## src/hdl/mrs_pkg.sv

```systemverilog
// Purpose: Constants and types for the low mode register set block.
// Assumes: One system clock, register access by mode register commands.
// Notes: Field positions, result codes and configuration reset values live here; timing code tables and the timing reset sit in mrs_regs.
package mrs_pkg;
	localparam logic [7:0] MA_DEV_INFO = 8'h00;
	localparam logic [7:0] MA_FEAT_ONE = 8'h01;
	localparam logic [7:0] MA_FEAT_TWO = 8'h02;
	localparam logic [7:0] MA_IO_CFG = 8'h03;
	localparam logic [7:0] MA_CAL = 8'h0a;
	// Field layout of the information register.
	localparam int AUTO_INIT_BIT = 0;
	localparam int SELFTEST_LSB = 3;
	localparam int ALT_WL_BIT = 6;
	localparam int LOW_LAT_BIT = 7;
	// Self-test result codes.
	localparam logic [1:0] ST_NOT_RUN = 2'h0;
	localparam logic [1:0] ST_SUPPLY = 2'h1;
	localparam logic [1:0] ST_GROUND = 2'h2;
	localparam logic [1:0] ST_OK = 2'h3;
	// Defaults and accepted codes.
	localparam logic [2:0] BL8_CODE = 3'h3;
	localparam logic [2:0] WR_DEF_CODE = 3'h0;
	localparam logic [3:0] RLWL_DEF_CODE = 4'h8;
	localparam logic EXT_WR_DEF = 1'b1;
	localparam logic WL_SET_A = 1'b0;
	localparam logic [3:0] DS_DEF_CODE = 4'h2;
	localparam logic [7:0] CAL_INIT_CODE = 8'hff;
	// Cycles an initialization calibration takes before its result is posted.
	localparam int CAL_TIME_NS = 1000;
	localparam int CLK_PERIOD_NS = 100;
	localparam int CAL_CYCLES = (CAL_TIME_NS + CLK_PERIOD_NS - 1) / CLK_PERIOD_NS;
	localparam logic [7:0] CAL_CNT_INIT = 8'(CAL_CYCLES);

	typedef struct packed {
		logic [2:0] burst_length;
		logic [2:0] wr_code;
		logic [3:0] read_write_latency_select;
		logic extended_write_recovery_enable;
		logic write_latency_set_select;
		logic write_leveling;
		logic [3:0] drive_strength;
	} mrs_cfg_s;

	typedef struct packed {
		logic [4:0] write_recovery_cycles;
		logic [3:0] read_latency;
		logic [3:0] write_latency;
	} mrs_timing_s;
endpackage

```

## src/hdl/mrs_regs.sv

```systemverilog
// Purpose: Low mode register set: information, two feature registers, I/O configuration.
// Assumes: Command decode upstream presents one-cycle write and read strobes.
// Notes: Read data is registered; one cycle after the read strobe it is valid.
`timescale 1ns/1ps

module mrs_regs (
	input wire logic clk_sys,
	input wire logic nrst,
	input wire logic mrw_valid,
	input wire logic mrr_valid,
	input wire logic [7:0] mode_reg_address,
	input wire logic [7:0] mode_reg_operand,
	input wire logic init_busy,
	input wire logic cal_pin_on_supply,
	input wire logic cal_pin_on_ground,
	input wire logic [2:0] column_start,
	input wire logic burst_step,
	output logic [7:0] rd_data,
	output logic rd_valid,
	output logic strobe_toggle,
	output mrs_pkg::mrs_cfg_s cfg,
	output mrs_pkg::mrs_timing_s timing,
	output logic factory_trim,
	output logic cal_busy,
	output logic [2:0] burst_col
);
	import mrs_pkg::*;

	// ****************************************
	// Pin synchronisers
	// ****************************************
	logic [2:0] sync1_ff;
	logic [2:0] sync2_ff;
	always_ff @(posedge clk_sys or negedge nrst) begin
		if (!nrst) begin
			sync1_ff <= 3'h0;
			sync2_ff <= 3'h0;
		end else begin
			sync1_ff <= {init_busy, cal_pin_on_supply, cal_pin_on_ground};
			sync2_ff <= sync1_ff;
		end
	end
	// Held at zero in reset, the auto-init flag reads complete for two cycles after release.
	// A controller must let the synchroniser fill before it trusts that bit.
	wire init_busy_s = sync2_ff[2];
	wire pin_supply_s = sync2_ff[1];
	wire pin_ground_s = sync2_ff[0];

	// ****************************************
	// Address decode and code checks
	// ****************************************
	wire sel_info = (mode_reg_address == MA_DEV_INFO);
	wire sel_one = (mode_reg_address == MA_FEAT_ONE);
	wire sel_two = (mode_reg_address == MA_FEAT_TWO);
	wire sel_io = (mode_reg_address == MA_IO_CFG);
	wire cal_init_cmd = mrw_valid && (mode_reg_address == MA_CAL) && (mode_reg_operand == CAL_INIT_CODE);
	wire [2:0] op_bl = mode_reg_operand[2:0];
	wire [2:0] op_wr = mode_reg_operand[7:5];
	wire [3:0] op_lat = mode_reg_operand[3:0];
	wire op_ext = mode_reg_operand[4];
	wire op_wlset = mode_reg_operand[6];
	wire op_lev = mode_reg_operand[7];

	mrs_cfg_s cfg_ff;
	mrs_cfg_s nxt_cfg;
	// Write-recovery code legality depends on the encoding in force at write time.
	wire wr_ok_norm = (op_wr == 3'h4) || (op_wr == 3'h6) || (op_wr == 3'h7);
	wire wr_ok_ext = (op_wr == 3'h0) || (op_wr == 3'h1) || (op_wr == 3'h2) ||
		(op_wr == 3'h4) || (op_wr == 3'h6);
	wire wr_ok = cfg_ff.extended_write_recovery_enable ? wr_ok_ext : wr_ok_norm;
	wire bl_ok = (op_bl == BL8_CODE);
	wire lat_ok = (op_lat == 4'h4) || (op_lat == 4'h6) || (op_lat == 4'h7) ||
		(op_lat == 4'h8) || (op_lat == 4'h9) || (op_lat == 4'ha) || (op_lat == 4'hc);
	wire ds_ok = (op_lat == 4'h1) || (op_lat == 4'h2) || (op_lat == 4'h3) || (op_lat == 4'h4) ||
		(op_lat == 4'h6) || (op_lat == 4'h9) || (op_lat == 4'ha) || (op_lat == 4'hb);

	// ****************************************
	// Writable configuration
	// ****************************************
	always_comb begin
		nxt_cfg = cfg_ff;
		if (mrw_valid && sel_one) begin
			if (bl_ok) nxt_cfg.burst_length = op_bl;
			if (wr_ok) nxt_cfg.wr_code = op_wr;
		end
		if (mrw_valid && sel_two) begin
			if (lat_ok) nxt_cfg.read_write_latency_select = op_lat;
			nxt_cfg.extended_write_recovery_enable = op_ext;
			if (op_wlset == WL_SET_A) nxt_cfg.write_latency_set_select = op_wlset;
			nxt_cfg.write_leveling = op_lev;
		end
		if (mrw_valid && sel_io && ds_ok) nxt_cfg.drive_strength = op_lat;
	end
	always_ff @(posedge clk_sys or negedge nrst) begin
		if (!nrst) begin
			cfg_ff <= '{BL8_CODE, WR_DEF_CODE, RLWL_DEF_CODE, EXT_WR_DEF, WL_SET_A, 1'b0,
				DS_DEF_CODE};
		end else begin
			cfg_ff <= nxt_cfg;
		end
	end
	assign cfg = cfg_ff;

	// ****************************************
	// Derived timing
	// ****************************************
	logic [4:0] wr_cycles;
	logic [3:0] rl_val;
	logic [3:0] wl_val;
	// A code that the encoding now in force calls reserved decodes to a fixed fallback count,
	// so the precharge timer never loads an undefined value.
	always_comb begin
		wr_cycles = 5'd10;
		if (cfg_ff.extended_write_recovery_enable) begin
			unique case (cfg_ff.wr_code)
				3'h0: wr_cycles = 5'd10;
				3'h1: wr_cycles = 5'd11;
				3'h2: wr_cycles = 5'd12;
				3'h4: wr_cycles = 5'd14;
				3'h6: wr_cycles = 5'd16;
				default: wr_cycles = 5'd10;
			endcase
		end else begin
			unique case (cfg_ff.wr_code)
				3'h4: wr_cycles = 5'd6;
				3'h6: wr_cycles = 5'd8;
				3'h7: wr_cycles = 5'd9;
				default: wr_cycles = 5'd9;
			endcase
		end
		unique case (cfg_ff.read_write_latency_select)
			4'h4: begin rl_val = 4'd6; wl_val = 4'd3; end
			4'h6: begin rl_val = 4'd8; wl_val = 4'd4; end
			4'h7: begin rl_val = 4'd9; wl_val = 4'd5; end
			4'h9: begin rl_val = 4'd11; wl_val = 4'd6; end
			4'ha: begin rl_val = 4'd12; wl_val = 4'd6; end
			4'hc: begin rl_val = 4'd14; wl_val = 4'd8; end
			default: begin rl_val = 4'd10; wl_val = 4'd6; end
		endcase
	end
	// The write-recovery count is what the auto-precharge timer loads.
	mrs_timing_s timing_ff;
	always_ff @(posedge clk_sys or negedge nrst) begin
		if (!nrst) timing_ff <= '{5'd10, 4'd10, 4'd6};
		else timing_ff <= '{wr_cycles, rl_val, wl_val};
	end
	assign timing = timing_ff;

	// ****************************************
	// Calibration self-test
	// ****************************************
	logic [1:0] selftest_ff;
	logic [7:0] cal_cnt_ff;
	logic cal_busy_ff;
	logic trim_ff;
	wire fault = (selftest_ff == ST_SUPPLY) || (selftest_ff == ST_GROUND);
	wire cal_accept = cal_init_cmd && !fault && !cal_busy_ff;
	wire cal_done = cal_busy_ff && (cal_cnt_ff == 8'h01);
	wire [1:0] st_result = pin_supply_s ? ST_SUPPLY : (pin_ground_s ? ST_GROUND : ST_OK);
	always_ff @(posedge clk_sys or negedge nrst) begin
		if (!nrst) begin
			selftest_ff <= ST_NOT_RUN;
			cal_cnt_ff <= 8'h00;
			cal_busy_ff <= 1'b0;
			trim_ff <= 1'b0;
		end else begin
			if (cal_accept) begin
				cal_busy_ff <= 1'b1;
				cal_cnt_ff <= CAL_CNT_INIT;
			end else if (cal_done) begin
				cal_busy_ff <= 1'b0;
				cal_cnt_ff <= 8'h00;
				selftest_ff <= st_result;
				trim_ff <= (st_result != ST_OK);
			end else if (cal_busy_ff) begin
				cal_cnt_ff <= cal_cnt_ff - 8'h01;
			end
		end
	end
	assign factory_trim = trim_ff;
	assign cal_busy = cal_busy_ff;

	// ****************************************
	// Read path
	// ****************************************
	logic [7:0] info_word;
	always_comb begin
		info_word = 8'h00;
		info_word[AUTO_INIT_BIT] = init_busy_s;
		info_word[SELFTEST_LSB +: 2] = selftest_ff;
		info_word[ALT_WL_BIT] = 1'b0;
		info_word[LOW_LAT_BIT] = 1'b0;
	end
	logic [7:0] rd_ff;
	logic rdv_ff;
	logic tog_ff;
	always_ff @(posedge clk_sys or negedge nrst) begin
		if (!nrst) begin
			rd_ff <= 8'h00;
			rdv_ff <= 1'b0;
			tog_ff <= 1'b0;
		end else begin
			rdv_ff <= mrr_valid;
			tog_ff <= mrr_valid;
			// Unreadable registers give zero here, which is one legal undefined value.
			if (mrr_valid) rd_ff <= sel_info ? info_word : 8'h00;
		end
	end
	assign rd_data = rd_ff;
	assign rd_valid = rdv_ff;
	assign strobe_toggle = tog_ff;

	// ****************************************
	// Burst address sequence
	// ****************************************
	logic [2:0] col_ff;
	always_ff @(posedge clk_sys or negedge nrst) begin
		if (!nrst) col_ff <= 3'h0;
		else if (!burst_step) col_ff <= {column_start[2:1], 1'b0};
		else col_ff <= col_ff + 3'h1;
	end
	assign burst_col = col_ff;

	// ****************************************
	// Checks
	// ****************************************
	property p_info_zero;
		@(posedge clk_sys) disable iff (!nrst)
		mrr_valid && sel_info |=> rd_valid && rd_data[7:5] == 3'h0 && rd_data[2:1] == 2'h0;
	endproperty
	a_info_zero: assert property (p_info_zero) else $error("info reserved bits set");
	property p_selftest_hold;
		@(posedge clk_sys) disable iff (!nrst)
		!cal_done |=> $stable(selftest_ff);
	endproperty
	a_selftest_hold: assert property (p_selftest_hold) else $error("selftest moved");
	property p_fault_ignore;
		@(posedge clk_sys) disable iff (!nrst)
		fault && !cal_busy_ff |=> !cal_busy_ff;
	endproperty
	a_fault_ignore: assert property (p_fault_ignore) else $error("cal ran on fault");
	property p_bl_fixed;
		@(posedge clk_sys) disable iff (!nrst) cfg.burst_length == BL8_CODE;
	endproperty
	a_bl_fixed: assert property (p_bl_fixed) else $error("burst length changed");
	property p_wlset;
		@(posedge clk_sys) disable iff (!nrst) cfg.write_latency_set_select == WL_SET_A;
	endproperty
	a_wlset: assert property (p_wlset) else $error("set B selected");
	property p_lev;
		@(posedge clk_sys) disable iff (!nrst)
		mrw_valid && sel_two |=> cfg.write_leveling == $past(op_lev);
	endproperty
	a_lev: assert property (p_lev) else $error("leveling not stored");
	property p_wrap;
		@(posedge clk_sys) disable iff (!nrst)
		!burst_step ##1 burst_step [*8] |=> burst_col == $past(burst_col, 8);
	endproperty
	a_wrap: assert property (p_wrap) else $error("burst did not wrap");
	property p_col0;
		@(posedge clk_sys) disable iff (!nrst) !burst_step |=> burst_col[0] == 1'b0;
	endproperty
	a_col0: assert property (p_col0) else $error("column bit zero set");
	property p_strobe;
		@(posedge clk_sys) disable iff (!nrst) mrr_valid |=> strobe_toggle;
	endproperty
	a_strobe: assert property (p_strobe) else $error("no strobe on read");
	// ****************************************
	// Checks on register writes and reads, calibration and the burst start column
	// ****************************************
	// The wait matches the counter load, so a stretched or cut calibration shows here.
	localparam int CAL_WAIT = CAL_CYCLES;
	property p_cal_len;
		@(posedge clk_sys) disable iff (!nrst)
		cal_accept |-> ##CAL_WAIT cal_done;
	endproperty
	a_cal_len: assert property (p_cal_len) else $error("calibration length wrong");
	property p_pin_supply;
		@(posedge clk_sys) disable iff (!nrst)
		cal_done && pin_supply_s |=> selftest_ff == ST_SUPPLY && factory_trim;
	endproperty
	a_pin_supply: assert property (p_pin_supply) else $error("supply pin missed");
	property p_rd_unread;
		@(posedge clk_sys) disable iff (!nrst)
		mrr_valid && !sel_info |=> rd_valid && rd_data == 8'h00;
	endproperty
	a_rd_unread: assert property (p_rd_unread) else $error("unreadable gave data");
	property p_lat_pair;
		@(posedge clk_sys) disable iff (!nrst)
		mrw_valid && sel_two && op_lat == 4'hc |=> ##1 timing.read_latency == 4'd14 &&
			timing.write_latency == 4'd8;
	endproperty
	a_lat_pair: assert property (p_lat_pair) else $error("latency pair wrong");
	property p_lat_keep;
		@(posedge clk_sys) disable iff (!nrst)
		mrw_valid && sel_two && !lat_ok |=> $stable(cfg.read_write_latency_select);
	endproperty
	a_lat_keep: assert property (p_lat_keep) else $error("reserved latency stored");
	property p_ds_keep;
		@(posedge clk_sys) disable iff (!nrst)
		mrw_valid && sel_io && !ds_ok |=> $stable(cfg.drive_strength);
	endproperty
	a_ds_keep: assert property (p_ds_keep) else $error("reserved drive stored");
	property p_ro_write;
		@(posedge clk_sys) disable iff (!nrst)
		mrw_valid && sel_info |=> $stable(cfg);
	endproperty
	a_ro_write: assert property (p_ro_write) else $error("read-only write acted");
	// A deasserted step must reload the start column with its lowest bit cleared.
	property p_col_load;
		@(posedge clk_sys) disable iff (!nrst)
		!burst_step |=> burst_col == {$past(column_start[2:1]), 1'b0};
	endproperty
	a_col_load: assert property (p_col_load) else $error("start column wrong");
	c_cal: cover property (@(posedge clk_sys) disable iff (!nrst) cal_done);
	c_read: cover property (@(posedge clk_sys) disable iff (!nrst) mrr_valid && sel_info);
	c_ext_off: cover property (@(posedge clk_sys) disable iff (!nrst)
		!cfg.extended_write_recovery_enable);
	c_fault: cover property (@(posedge clk_sys) disable iff (!nrst)
		cal_done && st_result != ST_OK);
	c_wrap: cover property (@(posedge clk_sys) disable iff (!nrst)
		burst_step && burst_col == 3'h7);
endmodule // mrs_regs

```

## config.mk

```make
export PLATFORM = sky130hd
export DESIGN_NAME = mrs_regs
export DESIGN_NICKNAME = d
export VERILOG_FILES = /design/src/hdl/mrs_pkg.sv /design/src/hdl/mrs_regs.sv
export SDC_FILE = /design/constraint.sdc
export NUM_CORES = 1
export LEC_CHECK = 0
export ABC_AREA = 1
export BUFFER_PORTS_ARGS = -buffer_cell sky130_fd_sc_hd__buf_2
export CAP_MARGIN = 20
export CORE_MARGIN = 1
export CORE_UTILIZATION = 51
export DETAILED_ROUTE_END_ITERATION = 6
export HOLD_SLACK_MARGIN = 0.02
export PLACE_DENSITY = 0.81
export SLEW_MARGIN = 5
export SYNTH_ARGS = -nofsm -noshare
export SYNTH_HDL_FRONTEND = slang
export SYNTH_SLANG_ARGS = --single-unit
```

## constraint.sdc

```tcl
create_clock -name clk_sys -period 1.46 [get_ports clk_sys]
set_clock_uncertainty 0.05 [all_clocks]
set_input_delay 0.292 -clock clk_sys [delete_from_list [all_inputs] [get_ports clk_sys]]
set_output_delay 0.292 -clock clk_sys [all_outputs]
set_load 0.01 [all_outputs]
```

==> impl_metrics.py <==
metrics = {
    "setup_path": {
        "cp-startpoint": "cfg[6]$_DFFE_PN1P_",
        "critPathBufInv": 1,
        "crit_required_ps": 1120,
        "crit_type": "register to primary output",
        "regToRegStartpoint": "cal_cnt_ff[1]$_DFFE_PN0P_",
        "crit_slowest_cell": "dfstp_2",
        "cp_top_family": "flip-flops",
        "critPathMaxFanout": 6,
        "worstPathArrival_ps": 1050,
        "cp-end-kind": "primary output",
        "crit_chain": "buf_2",
        "crit_path_max_incr_delay_ps": 590,
        "worst_setup_path_start_kind": "register",
    },
    "yosys": {
        "post-synth-top-area-cell": "dfrtp_1",
        "synthXorXnorAreaFrac_pct": 1.41,
        "synth_mux_area_share_pct": 0,
        "synth_area_leaders": "dfrtp_1 43%, dfstp_2 12%, nand2_1 10%",
        "syn_inst": 287,
        "synth.top_cell.area_share_pct": 43.2,
        "synthDistinctLibCells": 31,
        "synth_edf_count": 0,
        "ys_warn_count": 0,
        "avgSynthCellArea_sq_um": 8.68,
        "synthAdderAreaFrac_pct": 1.51,
        "syn_area_sq_mm": 0.00249,
        "async_flop_share_pct": 100,
        "synth_compound_area_share_pct": 8.03,
        "synthSimpleGateAreaFrac_pct": 25.5,
        "synthFlopType": "dfrtp_1",
        "synth_seq_cells": 54,
        "yosysSeqAreaShare_pct": 54.8,
        "synth_top_family_by_area": "simple AND/OR/NAND/NOR gates",
    },
    "job": {
        "cap_violations": 0,
    },
    "sta": {
        "fin_crit_ps": 1390,
        "setup_viol": 0,
        "holdWs_ps": 42.9,
        "final_max_slew_viol_count": 0,
        "rsz0062_at_grt": "true",
        "finalCritPeriodShare_pct": 95.3,
        "max_freq_mhz": 719,
        "hold_viol": 0,
    },
    "power_and_ir_drop": {
        "power_density_mw_per_mm2": 867,
        "ir_worst_vdd_uv": 663,
        "p_leak_nw": 1.63,
    },
    "drt": {
        "viasPerCell": 4.83,
        "vias": 2090,
        "wire_per_inst_um": 11.3,
        "ant_nets": 0,
        "drt_iter0_drc": 83,
        "dr.pass1.iters": 4,
        "routed_wl_um": 4890,
        "drcViolationCount": 0,
    },
    "clock_network": {
        "root_buffer": "clkbuf_8",
        "cts_buffer_depth": 2,
        "cts_tree": "built",
        "h-tree-depth": 2,
        "numCtsBuffers": 5,
        "numClockSinks": 54,
        "insertion_delay_ps": 310,
        "cts.clk_slew.worst_paths_ps": 90,
    },
    "outcome": {
        "outcome": "complete, no violations",
    },
    "placement": {
        "hpwl_um": 3650,
        "placed_cells_incl_taps": 419,
        "port_buffers": 64,
        "gp_congestion": 0.855,
    },
    "global_route": {
        "grt_start_max_net_pins": 41,
        "grt_pass1_wl_um": 8310,
        "overflow": 0,
        "antenna_found_initial": 0,
        "grt_pass1_vias": 1920,
        "track_usage_pct": 20.7,
    },
    "final_layout": {
        "n_antenna_cell": 0,
        "syn2layout_area_growth_pct": 23.0,
        "drive_gt1_share_pct": 29.8,
        "fin_cells": 433,
        "fin_nets": 395,
        "n_fill_cell": 400,
    },
    "die": {
        "die_area_sq_mm": 0.00517,
        "core_sq_mm": 0.00472,
        "rows": 25,
        "start_util_pct": 52.8,
        "ios": 72,
        "die_h_um": 71.9,
        "fp.dieW_um": 71.9,
    },
    "worst_hold_path": {
        "hp-class": "primary input to register",
        "hp-start": "init_busy",
    },
}
## worst register-to-register path, cell delays in order (launching register included)
cell and delay [ps]:
dfrtp_1 400, inv_2 60, ha_2 150, nand4_1 90, buf_6 160, nor2_8 120, inv_2 80, nor2_4 100
o21bai_1 110
## sequential cells by signal (all words and copies together), names as in the netlist
signal and flops:
cfg 16, timing 13, cal_cnt_ff 8, burst_col 3
rd_data 3, sync1_ff 3, sync2_ff 3, selftest_ff 2
cal_busy 1, factory_trim 1, strobe_toggle 1
## final cells by class
| class | instances | area [sq um] | share of cell area [%] |
|---|---|---|---|
| clock buffers | 5 | 68.8 | 2.24 |
| repair buffers | 72 | 404 | 13.2 |
| inverters | 43 | 164 | 5.35 |
| flip-flops and latches | 54 | 1370 | 44.5 |
| multi-input cells | 189 | 958 | 31.3 |
| clock inverters | 3 | 21.3 | 0.694 |
| well taps | 67 | 83.8 | 2.73 |
## routing by layer
layer,wire length [um],share of wire [%],track usage (%),up-vias
met4,71,1.5,6.97,0
met5,0,0,0,-
met3,280,5.7,5.56,6
met1,2170,44,26.7,961
li1,-,-,-,1055
met2,2360,48,34.3,68
## layout by cell type (no fill, tap or decap), types with 4 or more instances in the layout
| cell | n |
|---|---|
| nand2_1 | 68 |
| buf_2 | 64 |
| dfrtp_1 | 43 |
| inv_1 | 39 |
| nor2_1 | 26 |
| nand3_1 | 18 |
| o21ai_0 | 17 |
| dfstp_2 | 11 |
| nand4_1 | 8 |
| o21ai_1 | 7 |
| conb_1 | 6 |
| nor2_2 | 5 |
| clkbuf_8 | 5 |
| a21oi_1 | 4 |
## cells in the mapped netlist, drive strengths merged (3+ instances only)
cell / number
dfrtp: 43
nand2: 72
nor2: 34
dfstp: 11
o21ai: 24
a21oi: 4
ha: 3
inv: 43
nand3: 19
nor3: 4
buf: 7
o31ai: 3
nand4: 8
## where the power goes
group	internal, W	switching (W)
Clock	0.000338	0.000491
Sequential	0.00155	0.0000274
Combinational	0.0000999	0.000155
Total	0.00199	0.000674
## through the flow
stage | power (W) | util (%) | TNS, ps | cell area [sq um] | setup slack [ps]
5_1_grt | 0.00278 | 64.9 | -28.0 | 3070 | -22.4
6_report | 0.00266 | 64.9 | 0 | 3070 | 69.0
2_1_floorplan | 0.00173 | - | 0 | 2510 | 137
3_5_place_dp | 0.00185 | 61.4 | -26.4 | 2900 | -26.4
3_3_place_gp | 0.00185 | 61.4 | 0 | 2900 | 10.8
4_1_cts | 0.00268 | 64.0 | 0 | 3020 | 56.4
## cell families after synthesis
logic type / after synthesis
adder cells (fa/ha/maj): 3
XOR/XNOR: 4
flip-flops: 54
buffers and inverters: 50
other: 1
AND/OR/NAND/NOR: 139
AO/OA/AOI/OAI: 36
## repair_timing
action / CTS / global route
setup buffers: 2 / 0
gates cloned: 1 / 0
hold endpoints to repair: 10 / 2
pin swaps: 1 / 0
resized for setup: 0 / 9
hold buffers: 1 / 2
setup endpoints to repair: 4 / 7
## path summary, 6_finish.rpt
path	end	slack [ps]	cells past startpoint
max	cfg[6]	70	1
min	sync1_ff[2]$_DFF_PN0_	40	1
max reg2reg	selftest_ff[1]$_DFFE_PN0P_	70	8
min reg2reg	sync2_ff[0]$_DFF_PN0_	310	0
max in group asynchronous	cfg[15]$_DFFE_PN1P_	430	3
min in group asynchronous	sync1_ff[2]$_DFF_PN0_	350	2
Power figures use the tool's default switching activity.
